`src/tuning_status_error_tracker_defines.vh`:
```
// Constants for the tuning status and fault tracker
`ifndef TUNING_STATUS_ERROR_TRACKER_DEFINES_VH
`define TUNING_STATUS_ERROR_TRACKER_DEFINES_VH

// Clock and time base
`define CLK_PERIOD_NS 40'd10
`define NS_PER_S 40'd1000000000
`define CYCLES_PER_S (`NS_PER_S / `CLK_PERIOD_NS)

// Persistence and wait times, in seconds
`define LASER_WAIT_S 40'd60
`define SYNC_LOSS_S (40'd10 * 40'd60)
`define RF_RANGE_S 40'd60
`define MINUTE_S 40'd60

// Times as clock cycles
`define LASER_WAIT_CYCLES (`LASER_WAIT_S * `CYCLES_PER_S)
`define SYNC_LOSS_CYCLES (`SYNC_LOSS_S * `CYCLES_PER_S)
`define RF_RANGE_CYCLES (`RF_RANGE_S * `CYCLES_PER_S)
`define MINUTE_CYCLES (`MINUTE_S * `CYCLES_PER_S)
`define TIMER_W 40

// Main state codes
`define MS_INITIAL 8'h00
`define MS_HALT 8'h02
`define MS_INIT 8'h03
`define MS_WARMING 8'h04
`define MS_CALIBRATION 8'h05
`define MS_READY 8'h06

// Calibration sub-state codes
`define SUB_FIRST 8'h00
`define SUB_LASER_WAIT 8'h03
`define SUB_LAST 8'h19
`define SUB_FAIL_BASE 8'h32
`define SUB_FAIL_LAST 8'h35

// System reset key, 1234 decimal
`define RESET_KEY 16'h04d2

// Fault word bit positions
`define FLT_SYNC_LOSS 0
`define FLT_RF_RANGE 1
`define FLT_TEC_PROT 2
`define FLT_RF_IDENT 6
`define FLT_RF_SENSOR 7

// Bits that may ever be set; all others read zero
`define FLT_LOW_MASK 8'hc7
`define FLT_UPPER_MASK 32'hc0cfc000
`define FAULT_RESET 32'h00000000

// Identification failure code that belongs to the RF control group
`define RF_IDENT_CODE 2'h0

`endif

```
`src/persist_timer.v`:
```
// Counts how long a condition has held and flags when it exceeds a limit
`timescale 1ns/1ps
`include "tuning_status_error_tracker_defines.vh"

module persist_timer #(
	parameter [`TIMER_W-1:0] LIMIT = 40'd100
) (
	// Clock and reset
	input wire sys_clk_in,
	input wire rst_in,
	// Watched condition
	input wire cond_in,
	// Condition held past the limit
	output wire expired_out
);

	reg [`TIMER_W-1:0] count_reg;
	reg [`TIMER_W-1:0] count_next;

	always @* begin
		if (!cond_in) begin
			count_next = {`TIMER_W{1'b0}};
		end else if (count_reg != LIMIT) begin
			count_next = count_reg + {{(`TIMER_W-1){1'b0}}, 1'b1};
		end else begin
			count_next = count_reg;
		end
	end

	always @(posedge sys_clk_in) begin
		if (rst_in) begin
			count_reg <= {`TIMER_W{1'b0}};
		end else begin
			count_reg <= count_next;
		end
	end

	// Fires on the cycle the condition is seen beyond LIMIT cycles
	assign expired_out = cond_in && (count_reg == LIMIT);

endmodule

```
`src/tuning_status_error_tracker.v`:
```
// Main-state, calibration sub-state, fault word and up-time tracker
`timescale 1ns/1ps
`include "tuning_status_error_tracker_defines.vh"

// What this block does
// - Calibration sub-state counts 0 to 25, 60 s wait
// - Identification failure parks sub-state at 50..53
// - Failed calibration holds until restart or reset
// - Persistent faults force the halt state
// - Sensor failure flags only, no state change
// - Fault bits sticky, cleared only in initial state
// - Reset command with key 1234 restarts, clears
// - Low byte holds transmitter RF control faults
// - Bit 0: sync lost over 10 min
// - Bit 1: RF input bad over 60 s
// - Bit 2: temperature sensor, cooler protection
// - Bit 6: RF control identification failed
// - Bit 7: RF control sensor failed
// - Up-time counts whole minutes since power-on
// - Main state codes 0,2,3,4,5,6
// - Upper fault groups come from upper_fault_in, masked by FLT_UPPER_MASK
module tuning_status_error_tracker #(
	parameter [`TIMER_W-1:0] LASER_WAIT_CYCLES = `LASER_WAIT_CYCLES,
	parameter [`TIMER_W-1:0] SYNC_LOSS_CYCLES = `SYNC_LOSS_CYCLES,
	parameter [`TIMER_W-1:0] RF_RANGE_CYCLES = `RF_RANGE_CYCLES,
	parameter [`TIMER_W-1:0] MINUTE_CYCLES = `MINUTE_CYCLES
) (
	// Clock and power-on reset
	input wire sys_clk_in,
	input wire rst_in,
	// Remote state request command
	input wire state_request_valid_in,
	input wire [7:0] state_request_command_in,
	// Remote system reset command
	input wire reset_cmd_valid_in,
	input wire [15:0] reset_key_in,
	// Progress of the start-up sequence
	input wire init_done_in,
	input wire warm_done_in,
	input wire step_ok_in,
	input wire ident_fail_in,
	input wire [1:0] ident_code_in,
	// Transmitter RF control fault sources
	input wire sync_lost_in,
	input wire rf_level_bad_in,
	input wire tec_protect_in,
	input wire rf_sensor_fail_in,
	// Fault events of the other three groups, bits 31:8
	input wire [23:0] upper_fault_in,
	// Status readback
	output wire [7:0] main_state_out,
	output wire [7:0] sub_state_out,
	output wire [31:0] fault_status_word_out,
	output wire [31:0] uptime_out
);

	reg [7:0] main_state_reg;
	reg [7:0] main_state_next;
	reg [7:0] sub_state_reg;
	reg [7:0] sub_state_next;
	reg [31:0] fault_reg;
	reg [31:0] fault_next;
	reg [31:0] fault_set;
	reg [31:0] uptime_reg;
	reg [31:0] uptime_next;
	reg [`TIMER_W-1:0] minute_cnt_reg;

	// Bits that may ever be set
	localparam [31:0] UPPER_MASK = `FLT_UPPER_MASK;
	localparam [7:0] LOW_MASK = `FLT_LOW_MASK;

	wire in_calib;
	wire laser_wait_active;
	wire fault_clear;
	wire rf_ident_event;
	wire minute_tick;
	wire laser_wait_done;
	wire sync_loss_expired;
	wire rf_range_expired;
	wire key_ok;
	wire start_req;
	wire halt_req;
	wire calib_failed;
	wire halt_fault;

	function is_state_request;
		input valid;
		input [7:0] cmd;
		input [7:0] code;
		begin
			is_state_request = valid && (cmd == code);
		end
	endfunction

	// Sub-state arithmetic
	function [7:0] sub_advance;
		input [7:0] sub;
		begin
			sub_advance = sub + 8'h01;
		end
	endfunction

	function [7:0] fail_sub;
		input [1:0] code;
		begin
			fail_sub = `SUB_FAIL_BASE + {6'h00, code};
		end
	endfunction

	function in_fail_range;
		input [7:0] sub;
		begin
			in_fail_range = (sub >= `SUB_FAIL_BASE) &&
				(sub <= `SUB_FAIL_LAST);
		end
	endfunction

	assign key_ok = reset_cmd_valid_in && (reset_key_in == `RESET_KEY);
	assign start_req = is_state_request(state_request_valid_in,
		state_request_command_in, `MS_INITIAL);
	assign halt_req = is_state_request(state_request_valid_in,
		state_request_command_in, `MS_HALT);
	assign calib_failed = in_fail_range(sub_state_reg);

	// Decoded state and timing conditions
	assign in_calib = (main_state_reg == `MS_CALIBRATION);
	assign laser_wait_active = in_calib &&
		(sub_state_reg == `SUB_LASER_WAIT);
	assign fault_clear = (main_state_reg == `MS_INITIAL);
	assign rf_ident_event = in_calib && !calib_failed && ident_fail_in &&
		(ident_code_in == `RF_IDENT_CODE);
	assign minute_tick = (minute_cnt_reg == MINUTE_CYCLES - 40'd1);

	// Faults whose outcome group is the halt state
	assign halt_fault = sync_loss_expired || rf_range_expired ||
		tec_protect_in;

	// Laser warm-up wait inside calibration
	persist_timer #(
		.LIMIT(LASER_WAIT_CYCLES)
	) u_laser_wait (
		.sys_clk_in(sys_clk_in),
		.rst_in(rst_in),
		.cond_in(laser_wait_active),
		.expired_out(laser_wait_done)
	);

	// Link synchronisation loss persistence
	persist_timer #(
		.LIMIT(SYNC_LOSS_CYCLES)
	) u_sync_loss (
		.sys_clk_in(sys_clk_in),
		.rst_in(rst_in),
		.cond_in(sync_lost_in),
		.expired_out(sync_loss_expired)
	);

	// RF input range persistence
	persist_timer #(
		.LIMIT(RF_RANGE_CYCLES)
	) u_rf_range (
		.sys_clk_in(sys_clk_in),
		.rst_in(rst_in),
		.cond_in(rf_level_bad_in),
		.expired_out(rf_range_expired)
	);

	// Main state and calibration sub-state
	always @* begin
		main_state_next = main_state_reg;
		sub_state_next = sub_state_reg;
		if (key_ok) begin
			main_state_next = `MS_INITIAL;
			sub_state_next = `SUB_FIRST;
		end else if (main_state_reg == `MS_HALT) begin
			if (start_req) begin
				main_state_next = `MS_INITIAL;
				sub_state_next = `SUB_FIRST;
			end
		end else if (halt_req || halt_fault) begin
			main_state_next = `MS_HALT;
		end else begin
			case (main_state_reg)
			`MS_INITIAL: begin
				main_state_next = `MS_INIT;
				sub_state_next = `SUB_FIRST;
			end
			`MS_INIT: begin
				if (init_done_in) begin
					main_state_next = `MS_WARMING;
				end
			end
			`MS_WARMING: begin
				if (warm_done_in) begin
					main_state_next = `MS_CALIBRATION;
					sub_state_next = `SUB_FIRST;
				end
			end
			`MS_CALIBRATION: begin
				if (calib_failed) begin
					sub_state_next = sub_state_reg;
				end else if (ident_fail_in) begin
					sub_state_next = fail_sub(ident_code_in);
				end else if (sub_state_reg == `SUB_LASER_WAIT) begin
					if (laser_wait_done) begin
						sub_state_next = sub_advance(sub_state_reg);
					end
				end else if (step_ok_in) begin
					if (sub_state_reg == `SUB_LAST) begin
						main_state_next = `MS_READY;
					end else begin
						sub_state_next = sub_advance(sub_state_reg);
					end
				end
			end
			`MS_READY: begin
				main_state_next = `MS_READY;
			end
			default: begin
				main_state_next = `MS_INITIAL;
				sub_state_next = `SUB_FIRST;
			end
			endcase
		end
	end

	// Fault events of this cycle
	always @* begin
		fault_set = 32'h00000000;
		fault_set[`FLT_SYNC_LOSS] = sync_loss_expired;
		fault_set[`FLT_RF_RANGE] = rf_range_expired;
		fault_set[`FLT_TEC_PROT] = tec_protect_in;
		fault_set[`FLT_RF_IDENT] = rf_ident_event;
		fault_set[`FLT_RF_SENSOR] = rf_sensor_fail_in;
		fault_set[7:0] = fault_set[7:0] & LOW_MASK;
		fault_set[31:8] = upper_fault_in & UPPER_MASK[31:8];
	end

	// Sticky word; a new event in the clearing cycle survives
	always @* begin
		if (fault_clear) begin
			fault_next = fault_set;
		end else begin
			fault_next = fault_reg | fault_set;
		end
	end

	always @(posedge sys_clk_in) begin
		if (rst_in) begin
			main_state_reg <= `MS_INITIAL;
			sub_state_reg <= `SUB_FIRST;
		end else begin
			main_state_reg <= main_state_next;
			sub_state_reg <= sub_state_next;
		end
	end

	// Fault word register
	always @(posedge sys_clk_in) begin
		if (rst_in) begin
			fault_reg <= `FAULT_RESET;
		end else begin
			fault_reg <= fault_next;
		end
	end

	// Cycles within the current minute
	always @(posedge sys_clk_in) begin
		if (rst_in || minute_tick) begin
			minute_cnt_reg <= {`TIMER_W{1'b0}};
		end else begin
			minute_cnt_reg <= minute_cnt_reg + 40'd1;
		end
	end

	// Minutes since power-on; untouched by the reset command
	always @* begin
		if (minute_tick) begin
			uptime_next = uptime_reg + 32'h00000001;
		end else begin
			uptime_next = uptime_reg;
		end
	end

	always @(posedge sys_clk_in) begin
		if (rst_in) begin
			uptime_reg <= 32'h00000000;
		end else begin
			uptime_reg <= uptime_next;
		end
	end

	assign main_state_out = main_state_reg;
	assign sub_state_out = sub_state_reg;
	assign fault_status_word_out = fault_reg;
	assign uptime_out = uptime_reg;

endmodule

```
`config.mk`:
```
export PLATFORM = sky130hd
export DESIGN_NAME = tuning_status_error_tracker
export DESIGN_NICKNAME = d
export VERILOG_FILES = /design/src/persist_timer.v /design/src/tuning_status_error_tracker.v
export VERILOG_INCLUDE_DIRS = /design/src
export SDC_FILE = /design/constraint.sdc
export NUM_CORES = 1
export LEC_CHECK = 0
export BUFFER_PORTS_ARGS = -buffer_cell sky130_fd_sc_hd__buf_2
export CAP_MARGIN = 20
export CORE_MARGIN = 5
export CORE_UTILIZATION = 63
export CTS_BUF_LIST = sky130_fd_sc_hd__clkbuf_16
export DETAILED_ROUTE_END_ITERATION = 16
export PLACE_DENSITY_LB_ADDON = 0.15
export SLEW_MARGIN = 20
export SYNTH_ARGS = -nofsm -noshare
export SYNTH_HDL_FRONTEND = slang
export SYNTH_HIERARCHICAL = 1
export SYNTH_SLANG_ARGS = --single-unit
```
`constraint.sdc`:
```
create_clock -name sys_clk_in -period 4.7 [get_ports sys_clk_in]
set_input_delay 0.47 -clock sys_clk_in [delete_from_list [all_inputs] [get_ports sys_clk_in]]
set_output_delay 0.47 -clock sys_clk_in [all_outputs]
set_load 0.03 [all_outputs]
```
==> impl_metrics.ini, run 1 <==
[run_status]
status = complete, no violations

[cts]
cts-resized-gates = 0
cts-htree-levels = 1
cts_max_path_buffers = 3
cts_root_buf = clkbuf_16
cts_setup_buffers = 0
clk_latency_ns = 0.52
cts_hold_buf = 0
clkSinkCount = 218
cts_buffers = 24
tritoncts = yes
path_clk_slew_ns = 0.06

[yosys]
ys_types = 71
synth_edf_count = 0
syn_area_um2 = 11400
synth_top_cells_by_area = dfxtp_1, xor2_1, nor2_1
synth.largest_area_cell = dfxtp_1
synth_area_per_cell_um2 = 8.42
yosys.area.top_type_share_pct = 38.3
synthFlopType = dfxtp_1
yosys_register_bits = 218
async_reset_ff_share_pct = 0
netlist_instances = 1354
yosysWarningCount = 6
ys_seq_area_share_pct = 38.3

[drt]
drtPass1Iterations = 5
wl_per_cell_um = 16.1
finalWirelength_mm = 27.0
final_antenna_net_count = 0
drt_iter0_markers = 655
drc = 0
post_drt_via_cell_ratio = 6.09
vias = 10186

[pwr]
ir_drop_mv = 0.316
p_per_area_nw_per_um2 = 309
finalPower_mw = 3.92
leakagePower_nw = 4.53

[sta]
slew-limit-headroom_pct = 39.0
period_needed_ns = 3.12
tns_ns = 0
fin_skew_ns = 0.00980
fin_crit_sh_pct = 66.4
hold_viol_final = 0
fmax_mhz = 321
whs_ns = 0.154
rsz0062_at_grt = no
setup_viol = 0
slew_violations = 0
tightest_slew_ns = 0.911

[placed_design]
io_buffers = 105
place_hpwl_mm = 18.2
gp_congestion = 0.867

[setup_path]
crit_type = reg2reg
critPathSlowestCell = nand4_1
critPathRequiredTime_ns = 5.15
startpoint_type = register
cp.arrival_ns = 3.57
endpoint_kind = register
critPathMaxFanout = 20
r2r_end = uptime_out[16]$_SDFFE_PP0P_
cpPeakStageDelay_ns = 0.79
path_cells = ha_1 -> nand3_1 -> nor3_1 -> nand4_1 -> or4_1 -> a21oi_1
reg2reg_depth = 6
rr_startpoint = minute_cnt_reg[0]$_SDFF_PP0_
r2r_slack_ns = 1.58

[hold_path]
min_from = upper_fault_in[14]
worstHoldEndpoint = fault_status_word_out[22]$_SDFF_PP0_
hold_path_depth = 3
min_path_type = in2reg

[finish]
fin_nets = 1501
regArea_um2 = 4360
antenna_cells = 0
drive_gt1_share_pct = 13.2
n_fill_cell = 1407
multi_input_comb_area_um2 = 6450
area.growth.synth_to_final_pct = 11.2

[floorplanning]
core_um2 = 17900
die_height_um = 145
start_util_pct = 63.7
dieArea_um2 = 20900
io-pin-count = 142
die_w_um = 145
rows = 49

[global_route]
grt_pass1_vias = 9283
grt_usage_pct = 25.4
grt_antenna_before_repair = 1
grt_max_degree = 61
grt_pass1_wl_mm = 45.3
grt_overflow_total = 0

[run]
drv_cap = 0
[per-stage QoR]
stage	instance area, um^2	instances	worst slack [ns]	utilization [%]
after CTS	12700	1671	1.59	70.8
after floorplan	11500	1375	2.15	-
after global placement	11900	1629	1.68	66.4
after global routing	12700	1672	1.27	70.8
final	12700	1672	1.58	70.8
after detailed placement	11900	1629	1.61	66.4
[synthesized netlist by cell type (17+ instances only)]
| library cell | instances |
|---|---|
| a21oi_1 | 86 |
| and3_1 | 29 |
| and4_1 | 26 |
| buf_4 | 27 |
| clkbuf_1 | 42 |
| dfxtp_1 | 218 |
| inv_1 | 44 |
| nand2_1 | 68 |
| nand2b_1 | 17 |
| nand3_1 | 80 |
| nand4_1 | 93 |
| nor2_1 | 167 |
| nor3_1 | 18 |
| nor4_1 | 33 |
| o21ai_0 | 28 |
| o31ai_1 | 31 |
| or3_1 | 24 |
| or4_1 | 32 |
| xnor2_1 | 35 |
| xor2_1 | 77 |
[layer usage]
metal,vias up,wire [um],track usage [%]
li1,5058,-,-
met4,2,595,6.82
met1,4822,12000,35.6
met5,-,13,0
met2,247,13100,41.1
met3,57,1280,3.54
[area by class of cell]
| type | instances | share of cell area (%) |
|---|---|---|
| Inverter | 44 | 1.30 |
| Sequential cell | 218 | 34.4 |
| Timing Repair Buffer | 119 | 5.00 |
| Clock inverter | 17 | 1.21 |
| Tap cell | 229 | 2.26 |
| Multi-Input combinational cell | 1020 | 50.9 |
| Clock buffer | 25 | 4.93 |
[layout by cell type (no fill, tap or decap), types with 32 or more instances in the layout]
cell / n
or4_1: 32
dfxtp_1: 218
nor2_1: 167
inv_1: 50
nand2_1: 68
nand3_1: 80
a21oi_1: 86
xnor2_1: 35
xor2_1: 77
buf_2: 105
nand4_1: 93
nor4_1: 32
[kinds of logic after synthesis]
group	after synthesis	synth area share (%)
DFF	218	38.3
and+or+nand+nor	680	34.9
adders and majority gates	12	1.32
xor gates and xnor gates	112	8.60
other	1	0.0329
buffers and inverters	137	5.92
muxes	12	1.08
AOI/OAI and AO/OA	182	9.84
[power breakdown]
group,switching [mW],internal (mW),leakage (nW)
sequential,0.0146,1.86,1.76
clock,0.751,1.12,0.410
combinational,0.122,0.0510,2.36
total,0.888,3.03,4.53
[worst max-delay path by stage]
stage | startpoint | end | slack, ns | depth (start not counted)
2_1_floorplan | u_sync_loss/count_reg[0]$_SDFFE_PP0P_ | sub_state_out[5]$_SDFFE_PP0P_ | 2.15 | 12
3_3_place_gp | minute_cnt_reg[0]$_SDFF_PP0_ | uptime_out[16]$_SDFFE_PP0P_ | 1.68 | 6
5_1_grt | minute_cnt_reg[0]$_SDFF_PP0_ | uptime_out[16]$_SDFFE_PP0P_ | 1.27 | 6
3_5_place_dp | minute_cnt_reg[0]$_SDFF_PP0_ | uptime_out[16]$_SDFFE_PP0P_ | 1.61 | 6
4_1_cts | minute_cnt_reg[0]$_SDFF_PP0_ | uptime_out[16]$_SDFFE_PP0P_ | 1.59 | 6
6_report | minute_cnt_reg[0]$_SDFF_PP0_ | uptime_out[16]$_SDFFE_PP0P_ | 1.58 | 6
[worst max-delay path: cells and delay by family (launching register included)]
kind	cells	cell delay, ns
flops	1	0.37
simple gates	4	2.30
fa+ha+maj	1	0.22
compound gates	1	0.15
No activity file was read; power rests on OpenSTA's default activity.
==> inputs of run 2 (changes only) <==
--- a/config.mk
+++ b/config.mk
@@ -9,7 +9,7 @@
 export BUFFER_PORTS_ARGS = -buffer_cell sky130_fd_sc_hd__buf_2
 export CAP_MARGIN = 20
 export CORE_MARGIN = 5
-export CORE_UTILIZATION = 63
+export CORE_UTILIZATION = 59
 export CTS_BUF_LIST = sky130_fd_sc_hd__clkbuf_16
 export DETAILED_ROUTE_END_ITERATION = 16
 export PLACE_DENSITY_LB_ADDON = 0.15
==> constraint.sdc (replaced) <==
create_clock -name sys_clk_in -period 2.95 [get_ports sys_clk_in]
set_input_delay 0.295 -clock sys_clk_in [delete_from_list [all_inputs] [get_ports sys_clk_in]]
set_output_delay 0.295 -clock sys_clk_in [all_outputs]
set_load 0.03 [all_outputs]
==> run 2 against run 1 <==
Sequential share of layout area is 0.68 points lower. Fmax is 13% higher. Global-route usage is 1.5 points lower. Sequential power is 59% higher. Worst hold slack worse by 0.15 ns. Worst setup slack worse by 1.4 ns. Wire length is 0.84% higher. Die area is 6.3% higher. Non-clock buffer count is 26 higher. Total power is 56% higher. Sequential cell count stayed put. Design area is 2.0% higher.
==> impl_metrics.ini, run 2 (synthesis gave the netlist of run 1 again) <==
[sta]
whs_ns = 0.00501
tightest_slew_ns = 0.912
rsz0062_at_grt = no
period_needed_ns = 2.76
tns_ns = 0
slew-limit-headroom_pct = 39.2
hold_viol_final = 0
setup_viol = 0
setup_ws_ns = 0.191
slew_violations = 0
fin_skew_ns = 0.0101
fmax_mhz = 362
fin_crit_sh_pct = 93.5

[pwr]
power_switching_mw = 1.44
leakagePower_nw = 4.63
pwr-share-seq_pct = 48.7
finalPower_mw = 6.13
p_comb_share_pct = 5.1
clockPowerShare_pct = 46.2
swShare_pct = 23.5
p_per_area_nw_per_um2 = 474
p_int_mw = 4.69
ir_drop_mv = 0.368

[setup_path]
crit_end = sub_state_out[0]$_SDFFE_PP0P_
rr_startpoint = u_sync_loss/count_reg[0]$_SDFFE_PP0P_
reg2reg_depth = 12
cp.arrival_ns = 3.14
endpoint_kind = register
r2r_slack_ns = 0.19
startpoint = u_sync_loss/count_reg[0]$_SDFFE_PP0P_
r2r_end = sub_state_out[0]$_SDFFE_PP0P_
startpoint_type = register
critPathMaxFanout = 5
critPathRequiredTime_ns = 3.33
crit_type = reg2reg

[placed_design]
place_hpwl_mm = 18.6
dp_slack_ns = 0.189
dp_cells = 1679
dpl_cell_area_um2 = 12100
gp_congestion = 0.906
io_buffers = 105

[drt]
wl_per_cell_um = 15.7
final_antenna_net_count = 0
vias = 10219
finalWirelength_mm = 27.2
drtPass1Iterations = 5
drt_iter0_markers = 575
post_drt_via_cell_ratio = 5.90
drc = 0

[run]
drv_cap = 0

[cts]
path_clk_slew_ns = 0.06
clkSinkCount = 218
clk_latency_ns = 0.52
tritoncts = yes
cts_root_buf = clkbuf_16
cts-htree-levels = 1
cts_buffers = 24
cts_max_path_buffers = 3

[global_route]
grt_pass1_vias = 9481
grt_pass1_wl_mm = 45.8
grt_max_degree = 49
grt_antenna_before_repair = 2
grt_overflow_total = 0
grt_usage_pct = 23.9

[finish]
drive_gt1_share_pct = 14.7
fin_nets = 1527
area.growth.synth_to_final_pct = 13.4
final_cell_mix = dfxtp_1, nor2_1, buf_2
final_cell_area_um2 = 12900
antenna_cells = 0
n_fill_cell = 1625
utilization_pct = 68.5
final_cells = 1731
final_common_cell = dfxtp_1

[floorplanning]
io-pin-count = 142
die_height_um = 149
start_util_pct = 60.4
core_um2 = 18900
rows = 50
dieArea_um2 = 22200
die_w_um = 149

[hold_path]
min_path_type = in2reg

[run_status]
status = complete, no violations
## run 2: changes by cell type in the layout (fill, tap and decap cells not counted), sizes merged
cell,before,now
buf,119,138
bufinv,3,1
clkinv,7,16
clkinvlp,0,1
dlygate4sd3,0,7
inv,51,45
## run 2: critical path: stages, from the launching register on
cell,delay (ns)
dfxtp_1,0.33
inv_1,0.06
ha_1,0.20
and4bb_2,0.22
nand4_1,0.12
nor2_1,0.06
and3_1,0.17
or3_1,0.44
o21ai_1,0.18
nand4b_1,0.28
buf_4,0.24
nor4_1,0.25
nor3_1,0.07
## run 2: power by group through the flow
| stage | logic, mW | registers [mW] | clock network, mW |
|---|---|---|---|
| floorplan | 0.186 | 3.08 | 0 |
| global placement | 0.291 | 3.05 | 0 |
| detailed placement | 0.296 | 3.05 | 0 |
| CTS | 0.305 | 2.98 | 2.89 |
| global route | 0.338 | 2.99 | 3.01 |
| finish | 0.311 | 2.99 | 2.83 |
## run 2: worst min-delay path by stage
stage | start | endpoint | slack (ns) | depth (start not counted)
after floorplan | upper_fault_in[6] | fault_status_word_out[14]$_SDFF_PP0_ | 0.41 | 2
after global placement | minute_cnt_reg[0]$_SDFF_PP0_ | minute_cnt_reg[0]$_SDFF_PP0_ | 0.45 | 1
after detailed placement | u_sync_loss/count_reg[30]$_SDFFE_PP0P_ | u_sync_loss/count_reg[30]$_SDFFE_PP0P_ | 0.46 | 2
after CTS | upper_fault_in[23] | fault_status_word_out[31]$_SDFF_PP0_ | 0.0002 | 3
after global routing | upper_fault_in[14] | fault_status_word_out[22]$_SDFF_PP0_ | 0.01 | 3
final | upper_fault_in[23] | fault_status_word_out[31]$_SDFF_PP0_ | 0.005 | 3
## run 2: final cells by class
cell class	instances	area, um^2	share of cell area (%)
Multi-Input combinational cell	1020	6470	50.0
Sequential cell	218	4360	33.7
Timing Repair Buffer	145	868	6.71
Clock buffer	25	626	4.84
Tap cell	260	325	2.52
Inverter	44	165	1.28
Clock inverter	19	118	0.909
## run 2: routing by layer
metal	up-vias	track usage (%)	share of wire [%]	routed length [um]
met5	-	0	0.055	15
met4	2	5.77	2.1	581
met3	48	3.71	5.0	1350
met2	244	41.2	48	13200
met1	4801	31.4	44	12100
li1	5124	-	-	-
## run 2: timing repair
action / CTS / global route
resized for setup: 0 / 5
hold buffers: 7 / 0
setup endpoints to repair: 0 / 7
setup buffers: 0 / 1
hold endpoints to repair: 7 / 0
